File: src/hw/ref_bank_defines.svh
// Purpose: offsets, field positions, reset values and counts of the reference/spread bank
// Assumes: byte-wide registers reached by index from the serial target engine
// Notes:   definitions only
`ifndef REF_BANK_DEFINES_SVH
`define REF_BANK_DEFINES_SVH

// byte indices
`define IDX_REF_CTRL        8'h03
`define IDX_DELTA_LOW       8'h04
`define IDX_DELTA_HIGH      8'h05
`define IDX_SPREAD_CTRL     8'h06
`define IDX_REV_VENDOR      8'h08
`define IDX_DEVICE_IDENT    8'h09
`define IDX_BYTE_COUNT      8'h0a
`define IDX_LAST            8'h10

// reference control byte fields
`define REF_LOST_BIT        7
`define REF_FREEZE_BIT      6
`define REF_CLEAR_BIT       5

// spread control byte fields
`define SPR_PIN_HI          5
`define SPR_PIN_LO          4
`define SPR_SRC_BIT         3
`define SPR_SW_BIT          2
`define SPR_SEL_HI          1
`define SPR_SEL_LO          0

// reset values
`define BYTE_COUNT_RESET    6'h08
`define SPREAD_OFF_CODE     2'h0

`endif

File: src/hw/ref_bank_pkg.sv
// Purpose: shared types of the reference/spread bank
// Assumes: nothing beyond the defines header
// Notes:   block-read sequencer states are one-hot
`default_nettype none
package ref_bank_pkg;
    // block-read sequencer states
    typedef enum logic [2:0] {
        BR_IDLE  = 3'b001,
        BR_COUNT = 3'b010,
        BR_DATA  = 3'b100
    } block_read_state_t;
endpackage : ref_bank_pkg
`default_nettype wire

File: src/hw/delta_freeze_reg.sv
// Purpose: holds the 16-bit frequency-delta readout with freeze and clear
// Assumes: measurement word arrives with a one-cycle valid strobe
// Notes:   clear beats both freeze and a fresh sample
`include "ref_bank_defines.svh"
`default_nettype none
module delta_freeze_reg
    import ref_bank_pkg::*;
#(
    parameter int DELTA_W = 16
)(
    input  wire logic               ref_clk,
    input  wire logic               srst,
    input  wire logic [DELTA_W-1:0] meas_delta,
    input  wire logic               meas_valid,
    input  wire logic               freeze,
    input  wire logic               clear,
    output logic      [DELTA_W-1:0] delta
);
    // the readout is split over exactly two bytes
    if (DELTA_W != 16)
    begin : g_bad_width
        $error("delta_freeze_reg: width must be 16");
    end

    logic [DELTA_W-1:0] next_delta; // value for next edge

    // next-value selection
    always_comb
    begin
        next_delta = delta;
        if (clear)
        begin
            next_delta = '0;
        end
        else if (meas_valid && !freeze)
        begin
            next_delta = meas_delta;
        end
    end

    // registering only
    always_ff @(posedge ref_clk)
    begin
        if (srst)
            delta <= '0;
        else
            delta <= next_delta;
    end
endmodule : delta_freeze_reg
`default_nettype wire

File: src/hw/read_data_reg.sv
// Purpose: registered read-data stage for the byte bank
// Assumes: selected byte is valid in the cycle of the load strobe
// Notes:   keeps the top module's read output straight from a flop
`default_nettype none
module read_data_reg #(
    parameter int W = 8
)(
    input  wire logic         ref_clk,
    input  wire logic         srst,
    input  wire logic         load,
    input  wire logic [W-1:0] din,
    output logic      [W-1:0] dout
);
    // a zero-width stage has nothing to hold
    if (W < 1)
    begin : g_bad_width
        $error("read_data_reg: width must be positive");
    end

    logic [W-1:0] next_dout; // held unless loaded

    // hold or load
    always_comb
    begin
        next_dout = load ? din : dout;
    end

    // registering only
    always_ff @(posedge ref_clk)
    begin
        if (srst)
            dout <= '0;
        else
            dout <= next_dout;
    end
endmodule : read_data_reg
`default_nettype wire

File: src/hw/ref_delta_ssc_id_register_bank.sv
// Purpose: reference-input, frequency-delta, spread and identification byte bank
// Assumes: a serial target engine outside presents byte index, write and read strobes
// Notes:   block reads return the byte count first, then bytes from the start index
//          the delta word is stored as measured; its sign encoding is the measurer's
//          the spread pin is caught once, on the first edge after reset
//          a new start before the count byte simply restarts the read
//          indices past the top wrap through the reserved bytes and read zero
//
// Contract
// - ref control bit7 reads live lost pin
// - freeze bit6 stops both delta bytes updating
// - writing clear bit5 zeroes both delta bytes
// - delta bytes show average ppm difference
// - high byte bit7 is the sign
// - spread bits 5:4 read back enable pin
// - spread bit3 selects crystal or filter PLL
// - bit2 pin/software; bits1:0 latch pin at reset
// - index 8 read-only revision and vendor
// - index 9 read-only device ident
// - byte count bits5:0 rw, reset 001000
// - block read: count first, then data bytes
`include "ref_bank_defines.svh"
`default_nettype none
module ref_delta_ssc_id_register_bank
    import ref_bank_pkg::*;
#(
    parameter logic [3:0] REVISION_CODE = 4'h0,  // arbitrary value
    parameter logic [3:0] VENDOR_CODE   = 4'h5,  // arbitrary value
    parameter logic [7:0] DEVICE_CODE   = 8'h5a  // arbitrary value
)(
    input  wire logic        ref_clk,
    input  wire logic        srst,
    // byte access from the serial target engine
    input  wire logic [7:0]  byte_index,
    input  wire logic        byte_write,
    input  wire logic [7:0]  byte_wdata,
    input  wire logic        block_read_start,
    input  wire logic        byte_read,
    output logic      [7:0]  byte_rdata,
    output logic             rdata_valid,
    // pins and measurement
    input  wire logic        ref_input_lost_n,
    input  wire logic [1:0]  spread_enable_pin,
    input  wire logic [15:0] meas_delta,
    input  wire logic        meas_valid,
    // spread PLL controls
    output logic             spread_src_filter_pll,
    output logic [1:0]       spread_amount
);
    // software-visible state, plus the internal strap_taken flag
    logic        freeze;          // delta update stop
    logic        clear_pend;      // delta clear in flight
    logic        spread_src;      // spread PLL input select
    logic        spread_sw;       // software owns amount
    logic [1:0]  spread_sel;      // software amount code
    logic [5:0]  byte_count;      // block-read length
    logic        strap_taken;     // pin latched after reset
    logic [15:0] delta;           // held readout
    // next values of the state above
    logic        next_freeze;
    logic        next_clear_pend;
    logic        next_spread_src;
    logic        next_spread_sw;
    logic [1:0]  next_spread_sel;
    logic [5:0]  next_byte_count;
    logic        next_strap_taken;

    // block-read sequencer
    block_read_state_t br_state;
    block_read_state_t next_br_state;
    logic [7:0]  cur_index;       // next byte to return
    logic [7:0]  next_cur_index;
    logic [7:0]  rd_sel;          // byte chosen for read stage
    logic        rd_load;         // load read stage
    // next values of the output flops
    logic        next_rdata_valid;
    logic        next_spread_src_out;
    logic [1:0]  next_spread_amount;

    // write hits the index in this cycle
    function automatic logic hit(input logic [7:0] idx);
        hit = byte_write && (byte_index == idx);
    endfunction : hit

    // read mux; unmapped and reserved indices return zero
    function automatic logic [7:0] read_byte(input logic [7:0] idx);
        logic [7:0] v;
        v = 8'h00;
        // one byte per index; bits not listed stay zero
        case (idx)
            `IDX_REF_CTRL:
            begin
                v[`REF_LOST_BIT]   = ref_input_lost_n;
                v[`REF_FREEZE_BIT] = freeze;
                v[`REF_CLEAR_BIT]  = clear_pend;
            end
            `IDX_DELTA_LOW:    v = delta[7:0];
            `IDX_DELTA_HIGH:   v = delta[15:8];
            `IDX_SPREAD_CTRL:
            begin
                v[`SPR_PIN_HI:`SPR_PIN_LO] = spread_enable_pin;
                v[`SPR_SRC_BIT] = spread_src;
                v[`SPR_SW_BIT]  = spread_sw;
                v[`SPR_SEL_HI:`SPR_SEL_LO] = spread_sel;
            end
            `IDX_REV_VENDOR:   v = {REVISION_CODE, VENDOR_CODE};
            `IDX_DEVICE_IDENT: v = DEVICE_CODE;
            `IDX_BYTE_COUNT:   v = {2'h0, byte_count};
            default:           v = 8'h00;
        endcase
        read_byte = v;
    endfunction : read_byte

    // the index map must keep the byte count below the reserved top index
    if (`IDX_BYTE_COUNT >= `IDX_LAST)
    begin : g_bad_index_map
        $error("ref_delta_ssc_id_register_bank: index map out of order");
    end

    // delta holder: clear pulse from the pending bit zeroes it
    // freeze only blocks samples, so a clear still zeroes a frozen readout
    delta_freeze_reg #(
        .DELTA_W (16)
    ) u_delta (
        .ref_clk    (ref_clk),
        .srst       (srst),
        .meas_delta (meas_delta),
        .meas_valid (meas_valid),
        .freeze     (freeze),
        .clear      (clear_pend),
        .delta      (delta)
    );

    // control register next values
    always_comb
    begin
        next_freeze      = freeze;
        next_spread_src  = spread_src;
        next_spread_sw   = spread_sw;
        next_spread_sel  = spread_sel;
        next_byte_count  = byte_count;
        next_strap_taken = 1'b1;
        // clear acts for one cycle then reads back 0
        next_clear_pend  = 1'b0;
        if (!strap_taken)
        begin
            // first cycle after reset: catch the pin as the amount code
            next_spread_sel = spread_enable_pin;
        end
        if (hit(`IDX_REF_CTRL))
        begin
            next_freeze     = byte_wdata[`REF_FREEZE_BIT];
            next_clear_pend = byte_wdata[`REF_CLEAR_BIT];
        end
        if (hit(`IDX_SPREAD_CTRL))
        begin
            next_spread_src = byte_wdata[`SPR_SRC_BIT];
            next_spread_sw  = byte_wdata[`SPR_SW_BIT];
            next_spread_sel = byte_wdata[`SPR_SEL_HI:`SPR_SEL_LO];
        end
        // writes to read-only or reserved indices match no branch and are lost
        if (hit(`IDX_BYTE_COUNT))
        begin
            // reserved top bits dropped
            next_byte_count = byte_wdata[5:0];
        end
    end

    // control registers
    always_ff @(posedge ref_clk)
    begin
        if (srst)
        begin
            freeze      <= 1'b0;
            clear_pend  <= 1'b0;
            spread_src  <= 1'b0;
            spread_sw   <= 1'b0;
            spread_sel  <= `SPREAD_OFF_CODE;
            byte_count  <= `BYTE_COUNT_RESET;
            // pin is caught again on the first edge after release
            strap_taken <= 1'b0;
        end
        else
        begin
            freeze      <= next_freeze;
            clear_pend  <= next_clear_pend;
            spread_src  <= next_spread_src;
            spread_sw   <= next_spread_sw;
            spread_sel  <= next_spread_sel;
            byte_count  <= next_byte_count;
            strap_taken <= next_strap_taken;
        end
    end

    // spread control outputs; pin wins until software takes over
    always_comb
    begin
        next_spread_src_out = spread_src;
        if (spread_sw)
        begin
            // software code; a reserved code passes through unchanged
            next_spread_amount = spread_sel;
        end
        else
        begin
            // pin code follows the pin one edge late
            next_spread_amount = spread_enable_pin;
        end
    end

    // block-read sequencer: count byte, then data from start index
    always_comb
    begin
        next_br_state    = br_state;
        next_cur_index   = cur_index;
        rd_sel           = 8'h00;
        rd_load          = 1'b0;
        next_rdata_valid = 1'b0;
        case (br_state)
            BR_IDLE:
            begin
                // byte_read while idle has nothing to answer and is ignored
                if (block_read_start)
                begin
                    // start index latched from byte_index in the same cycle as the start strobe
                    next_cur_index = byte_index;
                    next_br_state  = BR_COUNT;
                end
            end
            BR_COUNT:
            begin
                if (block_read_start)
                begin
                    // a fresh start before the count byte restarts the read
                    next_cur_index = byte_index;
                end
                else if (byte_read)
                begin
                    rd_sel           = {2'h0, byte_count};
                    rd_load          = 1'b1;
                    next_rdata_valid = 1'b1;
                    next_br_state    = BR_DATA;
                end
            end
            BR_DATA:
            begin
                if (block_read_start)
                begin
                    next_cur_index = byte_index;
                    next_br_state  = BR_COUNT;
                end
                else if (byte_read)
                begin
                    rd_sel           = read_byte(cur_index);
                    rd_load          = 1'b1;
                    next_rdata_valid = 1'b1;
                    // wraps naturally past the top index; reserved read zero
                    next_cur_index   = cur_index + 8'h01;
                end
            end
            default:
            begin
                next_br_state = BR_IDLE;
            end
        endcase
    end

    // sequencer and output registers
    always_ff @(posedge ref_clk)
    begin
        if (srst)
        begin
            br_state              <= BR_IDLE;
            cur_index             <= 8'h00;
            // no answer stands while in reset
            rdata_valid           <= 1'b0;
            spread_src_filter_pll <= 1'b0;
            spread_amount         <= `SPREAD_OFF_CODE;
        end
        else
        begin
            br_state              <= next_br_state;
            cur_index             <= next_cur_index;
            rdata_valid           <= next_rdata_valid;
            spread_src_filter_pll <= next_spread_src_out;
            spread_amount         <= next_spread_amount;
        end
    end

    // registered read data stage
    read_data_reg #(
        .W (8)
    ) u_rdata (
        .ref_clk (ref_clk),
        .srst    (srst),
        .load    (rd_load),
        .din     (rd_sel),
        .dout    (byte_rdata)
    );
endmodule : ref_delta_ssc_id_register_bank
`default_nettype wire

File: config.mk
export PLATFORM = sky130hd
export DESIGN_NAME = ref_delta_ssc_id_register_bank
export DESIGN_NICKNAME = d
export VERILOG_FILES = /design/src/hw/ref_bank_pkg.sv /design/src/hw/delta_freeze_reg.sv /design/src/hw/read_data_reg.sv /design/src/hw/ref_delta_ssc_id_register_bank.sv
export VERILOG_INCLUDE_DIRS = /design/src /design/src/hw
export SDC_FILE = /design/constraint.sdc
export NUM_CORES = 1
export LEC_CHECK = 0
export BUFFER_PORTS_ARGS = -buffer_cell sky130_fd_sc_hd__buf_2
export CAP_MARGIN = 20
export CORE_UTILIZATION = 61
export CTS_BUF_LIST = sky130_fd_sc_hd__clkbuf_8
export CTS_CLUSTER_SIZE = 8
export DETAILED_ROUTE_END_ITERATION = 10
export GPL_TIMING_DRIVEN = 0
export PLACE_DENSITY = 0.87
export SLEW_MARGIN = 25
export SYNTH_ARGS = -nofsm -noshare
export SYNTH_HDL_FRONTEND = slang
export SYNTH_SLANG_ARGS = --single-unit
File: constraint.sdc
create_clock -name ref_clk -period 4.2 [get_ports ref_clk]
set_input_delay 0.42 -clock ref_clk [delete_from_list [all_inputs] [get_ports ref_clk]]
set_output_delay 0.42 -clock ref_clk [all_outputs]
set_load 0.005 [all_outputs]
Word-level counts from Yosys, hierarchy flattened
Cells that the tools add are included.
{"block": "word_totals", "ff_bits": 52, "output_inout_bits": 12}
{"block": "op_classes", "addsub": 1, "eq_ne": 19, "muxes": 23, "n_bitwise": 1, "reduce_logical": 13}
{"cell": "8-bit two-way mux", "n": 5}
{"cell": "8-bit by 3-bit equality test with 1-bit output, second input constant", "n": 4}
{"cell": "8-bit by 4-bit equality test with 1-bit output, second input constant", "n": 4}
{"cell": "8-bit one-hot mux with 2 select lines", "n": 2}
{"cell": "5-bit one-hot mux with 6 select lines", "n": 1}
{"cell": "8-bit by 2-bit equality test with 1-bit output, second input constant", "n": 2}
{"cell": "6-bit two-way mux", "n": 2}
{"cell": "2-bit OR reduction", "n": 5}
{"cell": "3-bit two-way mux", "n": 3}
{"cell": "8-bit by 1-bit adder with 8-bit output, second input constant", "n": 1}
{"cell": "2-bit one-hot mux with 4 select lines", "n": 1}
{"cell": "2-bit two-way mux", "n": 3}
{"cell": "2-bit by 1-bit != test with 1-bit output, second input constant", "n": 3}
{"cell": "3-bit one-hot mux with 2 select lines", "n": 1}
{"cell": "3-bit AND reduction", "n": 2}
{"cell": "1-bit one-hot mux with 5 select lines", "n": 1}
{"cell": "1-bit logical AND", "n": 4}
{"cell": "1-bit two-way mux", "n": 4}
{"cell": "2-bit != test, second input constant", "n": 2}
{"cell": "3-bit by 1-bit equality test with 1-bit output, second input constant", "n": 1}
{"cell": "3-bit by 2-bit equality test with 1-bit output, second input constant", "n": 1}
{"cell": "3-bit equality test, second input constant", "n": 1}
{"cell": "3-bit != test, second input constant", "n": 1}
{"cell": "2-bit nonzero test", "n": 1}
{"cell": "2 further kinds", "n": 2}

Logic depth before layout (Yosys ltp)
{"block": "logic_depth", "ltp_word": 5, "mapped_depth": 7, "ltp_nobuf": 6}

Cells and area by module
Synthesis repeated with hierarchy kept, for this count alone.
{"block": "hier_totals", "cells_unflattened": 299, "hier_area_um2": 2645.0}
{"module": "ref_delta_ssc_id_register_bank", "instances": 1, "cells_each": 200, "area_each_um2": 1707.9, "seq_area_each_um2": 560.5}
{"module": "delta_freeze_reg", "instances": 1, "cells_each": 73, "area_each_um2": 651.9, "seq_area_each_um2": 320.3}
{"module": "read_data_reg", "instances": 1, "cells_each": 26, "area_each_um2": 285.3, "seq_area_each_um2": 160.2}

Worst setup path after synthesis
No wires, ideal clock.
{"block": "synth_timing", "path_kind": "input-to-reg", "startpoint": "input port block_read_start", "endpoint": "register cur_index[3]", "arrival_time_ps": 1905, "path_slack_ps": 2228, "path_stages": 5, "path_buffers": 1, "cell_sequence": "buf_2 or4b_4 or4_1 a221o_1 o21ai_2"}
{"block": "synth_via", "elab_chain_cells": 2}
{"element": "start, declared", "line": "ref_delta_ssc_id_register_bank.sv:37", "source": "input wire logic block_read_start,"}
{"element": "3-bit != test (no line) (tied with other cells)"}
{"element": "3-bit AND reduction (no line) / 8-bit one-hot mux with 2 select lines (equally long branches)"}
{"element": "end signal, assigned", "line": "ref_delta_ssc_id_register_bank.sv:283", "source": "cur_index <= next_cur_index;"}
{"element": "end, declared", "line": "ref_delta_ssc_id_register_bank.sv:71", "source": "logic [7:0] cur_index;"}
Several ways; a longest one is shown, not always the timed one.
A chain may end at the register's enable or synchronous reset.

Worst setup path after layout
{"block": "layout_timing", "startpoint": "register cur_index[4]", "endpoint": "register u_rdata.dout[7]"}
{"block": "layout_via", "elab_chain_cells": 5}
{"element": "8-bit by 4-bit equality test with 1-bit output (tied with other cells)", "line": "ref_delta_ssc_id_register_bank.sv:90", "source": "case (idx)"}
{"element": "2-bit one-hot mux with 4 select lines *", "line": "ref_delta_ssc_id_register_bank.sv:90"}
{"element": "8-bit two-way mux *", "line": "ref_delta_ssc_id_register_bank.sv:252", "source": "else if (byte_read)"}
{"element": "8-bit two-way mux *", "line": "ref_delta_ssc_id_register_bank.sv:247", "source": "if (block_read_start)"}
{"element": "8-bit one-hot mux with 2 select lines *", "line": "ref_delta_ssc_id_register_bank.sv:219", "source": "case (br_state)"}
{"element": "end signal, assigned", "line": "read_data_reg.sv:34", "source": "dout <= next_dout;"}
{"element": "end, declared", "line": "read_data_reg.sv:12", "source": "output logic [W-1:0] dout"}
Mark *: on every way between the ends. The rest lies on a longest branch, timed or not.

==> reports/results.ini <==
[detailed_routing]
dr.first_iter.drc_count = 331
vias_per_cell = 6.151
via_count = 2522
drt-total-wl_mm = 6.698
detail-route-antenna-nets = 0
dr.pass1.iters = 5
wl_per_cell_um = 16.34
drcViolationCount = 0

[sta]
setup_tns_ns = 0
max_slew.worst_pin.slew_ns = 0.7542
fin_ws_ns = 1.958
min_period_ns = 2.242
rsz0062_at_grt = false
fmax_ghz = 0.4460
finalSetupViolations = 0
hold_viol_final = 0
slew_viol_final = 0
period_share_pct = 53.38
slew-limit-headroom_pct = 49.59
skew_ns = 0.007963

[clock_network]
htree_levels = 2
cts_resized = 0
cts_root_buf = clkbuf_8
clock_latency_ns = 0.32
clk_pin_slew_ns = 0.10
cts_sinks = 52
cts_setup_buffers = 0
numCtsBuffers = 5
cts_tree = built
clk_path_buf_depth = 2
holdBufCountCts = 0

[cells_and_area]
drive_above_1_share_pct = 20.00
n_antenna_cell = 0
area_growth_pct = 16.49
fillers = 313
nets = 404

[yosys]
synth_area_sq_um = 2595
ys_top_cells_by_count = 52 x dfxtp_1, 43 x nand2_1, 32 x a21oi_1
ys_seq_elements = 52
syn-num-nets = 347
synthFlopType = dfxtp_1
syn_inst = 302
avgSynthCellArea_sq_um = 8.593
async_flop_share_pct = 0
synth_top_family_by_area = simple AND/OR/NAND/NOR gates
ys_seq_area_share_pct = 40.12
synth_adder_area_share_pct = 1.929
yosys_warnings = 0
yosys.area.top_type = dfxtp_1
synthMuxAreaShare_pct = 5.448
synth_top_area_share_pct = 40.12
synth_cell_types = 54
synth_xor_area_share_pct = 0.3375
synth_edf_count = 0
yosys.area_share.simple_pct = 25.55
synth_compound_area_share_pct = 22.52
synthTopCellsByArea = dfxtp_1 40%, nand2_1 6.2%, a21oi_1 6.2%, mux2i_1 5.0%, nand2b_1 3.1%
post-synth-top-count-cell = dfxtp_1

[placement]
dp_hpwl_mm = 4.912
gp_congestion = 0.8847
pre_cts_ws_ns = 1.928
numPortBuffers = 50

[critical_path]
worstPathRequired_ns = 4.46
worst-path-buf-inv = 0
crit_path_cell_trace = nor4_1, nand4b_1, a2111oi_0, a22o_1
crit_path_end_kind = flop
slowest_stage = a2111oi_0
crit_fanout = 7
crit_type = flop to flop
worstSetupStartpointType = flop
crit_arrival_ns = 2.50
slowest_delay_ns = 0.63
path_delay_family = simple AND/OR/NAND/NOR gates

[hold_path]
holdCritPathClass = primary input to flop

[grt]
grt_max_degree = 18
globalRouteMet1Util_pct = 43.72
grt_pass1_vias = 2215
grt_use_met2_pct = 48.50
grt_antenna_before_repair = 0
top_usage_layer = met2
grt_use_total_pct = 31.48
grtUsageMet3_pct = 5.236
grt_pass1_wl_mm = 10.62
gr-total-overflow = 0

[floorplanning]
die_w_um = 67.23
row_count = 23
core-area_sq_um = 4029
initial_core_util_pct = 64.41
die_y_um = 67.23
pin_count = 53
die_area_sq_um = 4519

[power]
total_leakage_power_nw = 1.181
peakVddDrop_mv = 0.2636
power.total_mw = 1.033
p_per_area_nw_per_um2 = 341.6

[job]
max_cap_viol_count = 0

[run_status]
status = completed

cell type report:
| cell class | instances | area, sq um | share of cell area (%) |
|---|---|---|---|
| clock buffers | 5 | 68.82 | 2.276 |
| repair buffers | 50 | 250.2 | 8.278 |
| multi-input cells | 224 | 1448 | 47.89 |
| inverters | 5 | 18.77 | 0.6209 |
| well taps | 50 | 62.56 | 2.070 |
| clock inverters | 3 | 46.29 | 1.531 |
| flip-flops and latches | 52 | 1041 | 34.44 |
| plain buffers | 21 | 87.58 | 2.897 |
final timing paths:
| kind | cells past startpoint | endpoint | slack (ns) | from |
|---|---|---|---|---|
| worst max-delay path | 4 | u_rdata.dout[7]$_SDFFE_PP0P_ | 1.96 | cur_index[4]$_SDFFE_PP0P_ |
| worst min-delay path | 3 | u_delta.delta[10]$_SDFFE_PP0P_ | 0.33 | meas_delta[10] |
| worst max register to register | 4 | u_rdata.dout[7]$_SDFFE_PP0P_ | 1.96 | cur_index[4]$_SDFFE_PP0P_ |
| worst min register to register | 2 | u_delta.delta[5]$_SDFFE_PP0P_ | 0.46 | u_delta.delta[5]$_SDFFE_PP0P_ |
cell usage in the layout, fill, tap and decap left out, types with 4 or more instances in the layout:
master,count
o22ai_1,6
clkbuf_1,17
nor3_1,10
nand2b_1,13
o21ai_0,4
mux2i_1,13
ha_1,4
dfxtp_1,52
a21oi_1,32
a22o_1,6
a221o_1,5
a222oi_1,5
nor2_1,19
clkbuf_8,5
inv_1,4
nand2_1,43
nor2b_1,5
buf_2,51
through the flow:
| step | std cells | utilization [%] | hold WS (ns) | instance area, sq um |
|---|---|---|---|---|
| floorplan | 302 | - | 0.4357 | 2595 |
| global placement | 402 | 72.17 | 0.4427 | 2908 |
| detailed placement | 402 | 72.17 | 0.4478 | 2908 |
| CTS | 410 | 75.03 | 0.3353 | 3023 |
| global route | 410 | 75.03 | 0.3324 | 3023 |
| finish | 410 | 75.03 | 0.3334 | 3023 |
per-layer routing:
layer / vias to the layer above / routed length, um
li1: 1228 / -
met1: 1149 / 2902
met2: 131 / 3123
met3: 14 / 555
met4: 0 / 116
met5: - / 0
tightest hold or removal path, stage by stage:
cell     delay [ns]
buf_2          0.10
nand2_1        0.04
a21oi_1        0.05
cells by family (layout without fill, tap and decap cells):
| logic type | after synthesis | in the layout |
|---|---|---|
| xor+xnor | 1 | 1 |
| mux | 14 | 14 |
| simple gates | 121 | 121 |
| flops | 52 | 52 |
| fa+ha+maj | 4 | 4 |
| buf+inv | 26 | 84 |
| compound gates | 84 | 84 |
registers in the layout, summed over array words and instances, names as in the netlist:
name / cells
u_delta.delta: 16
u_rdata.dout: 8
br_state: 3
spread_sel: 2
next_spread_src_out: 1
strap_taken: 1
spread_amount: 2
spread_sw: 1
rdata_valid: 1
clear_pend: 1
freeze: 1
cur_index: 8
byte_count: 6
spread_src_filter_pll: 1
power by group:
group / internal, mW / leakage, nW / switching (mW)
Combinational: 0.0592 / 0.695 / 0.0871
Sequential: 0.512 / 0.425 / 0.0164
Clock: 0.181 / 0.0600 / 0.177
Total: 0.752 / 1.18 / 0.280
Note: power is estimated with default switching activity, not from simulation.
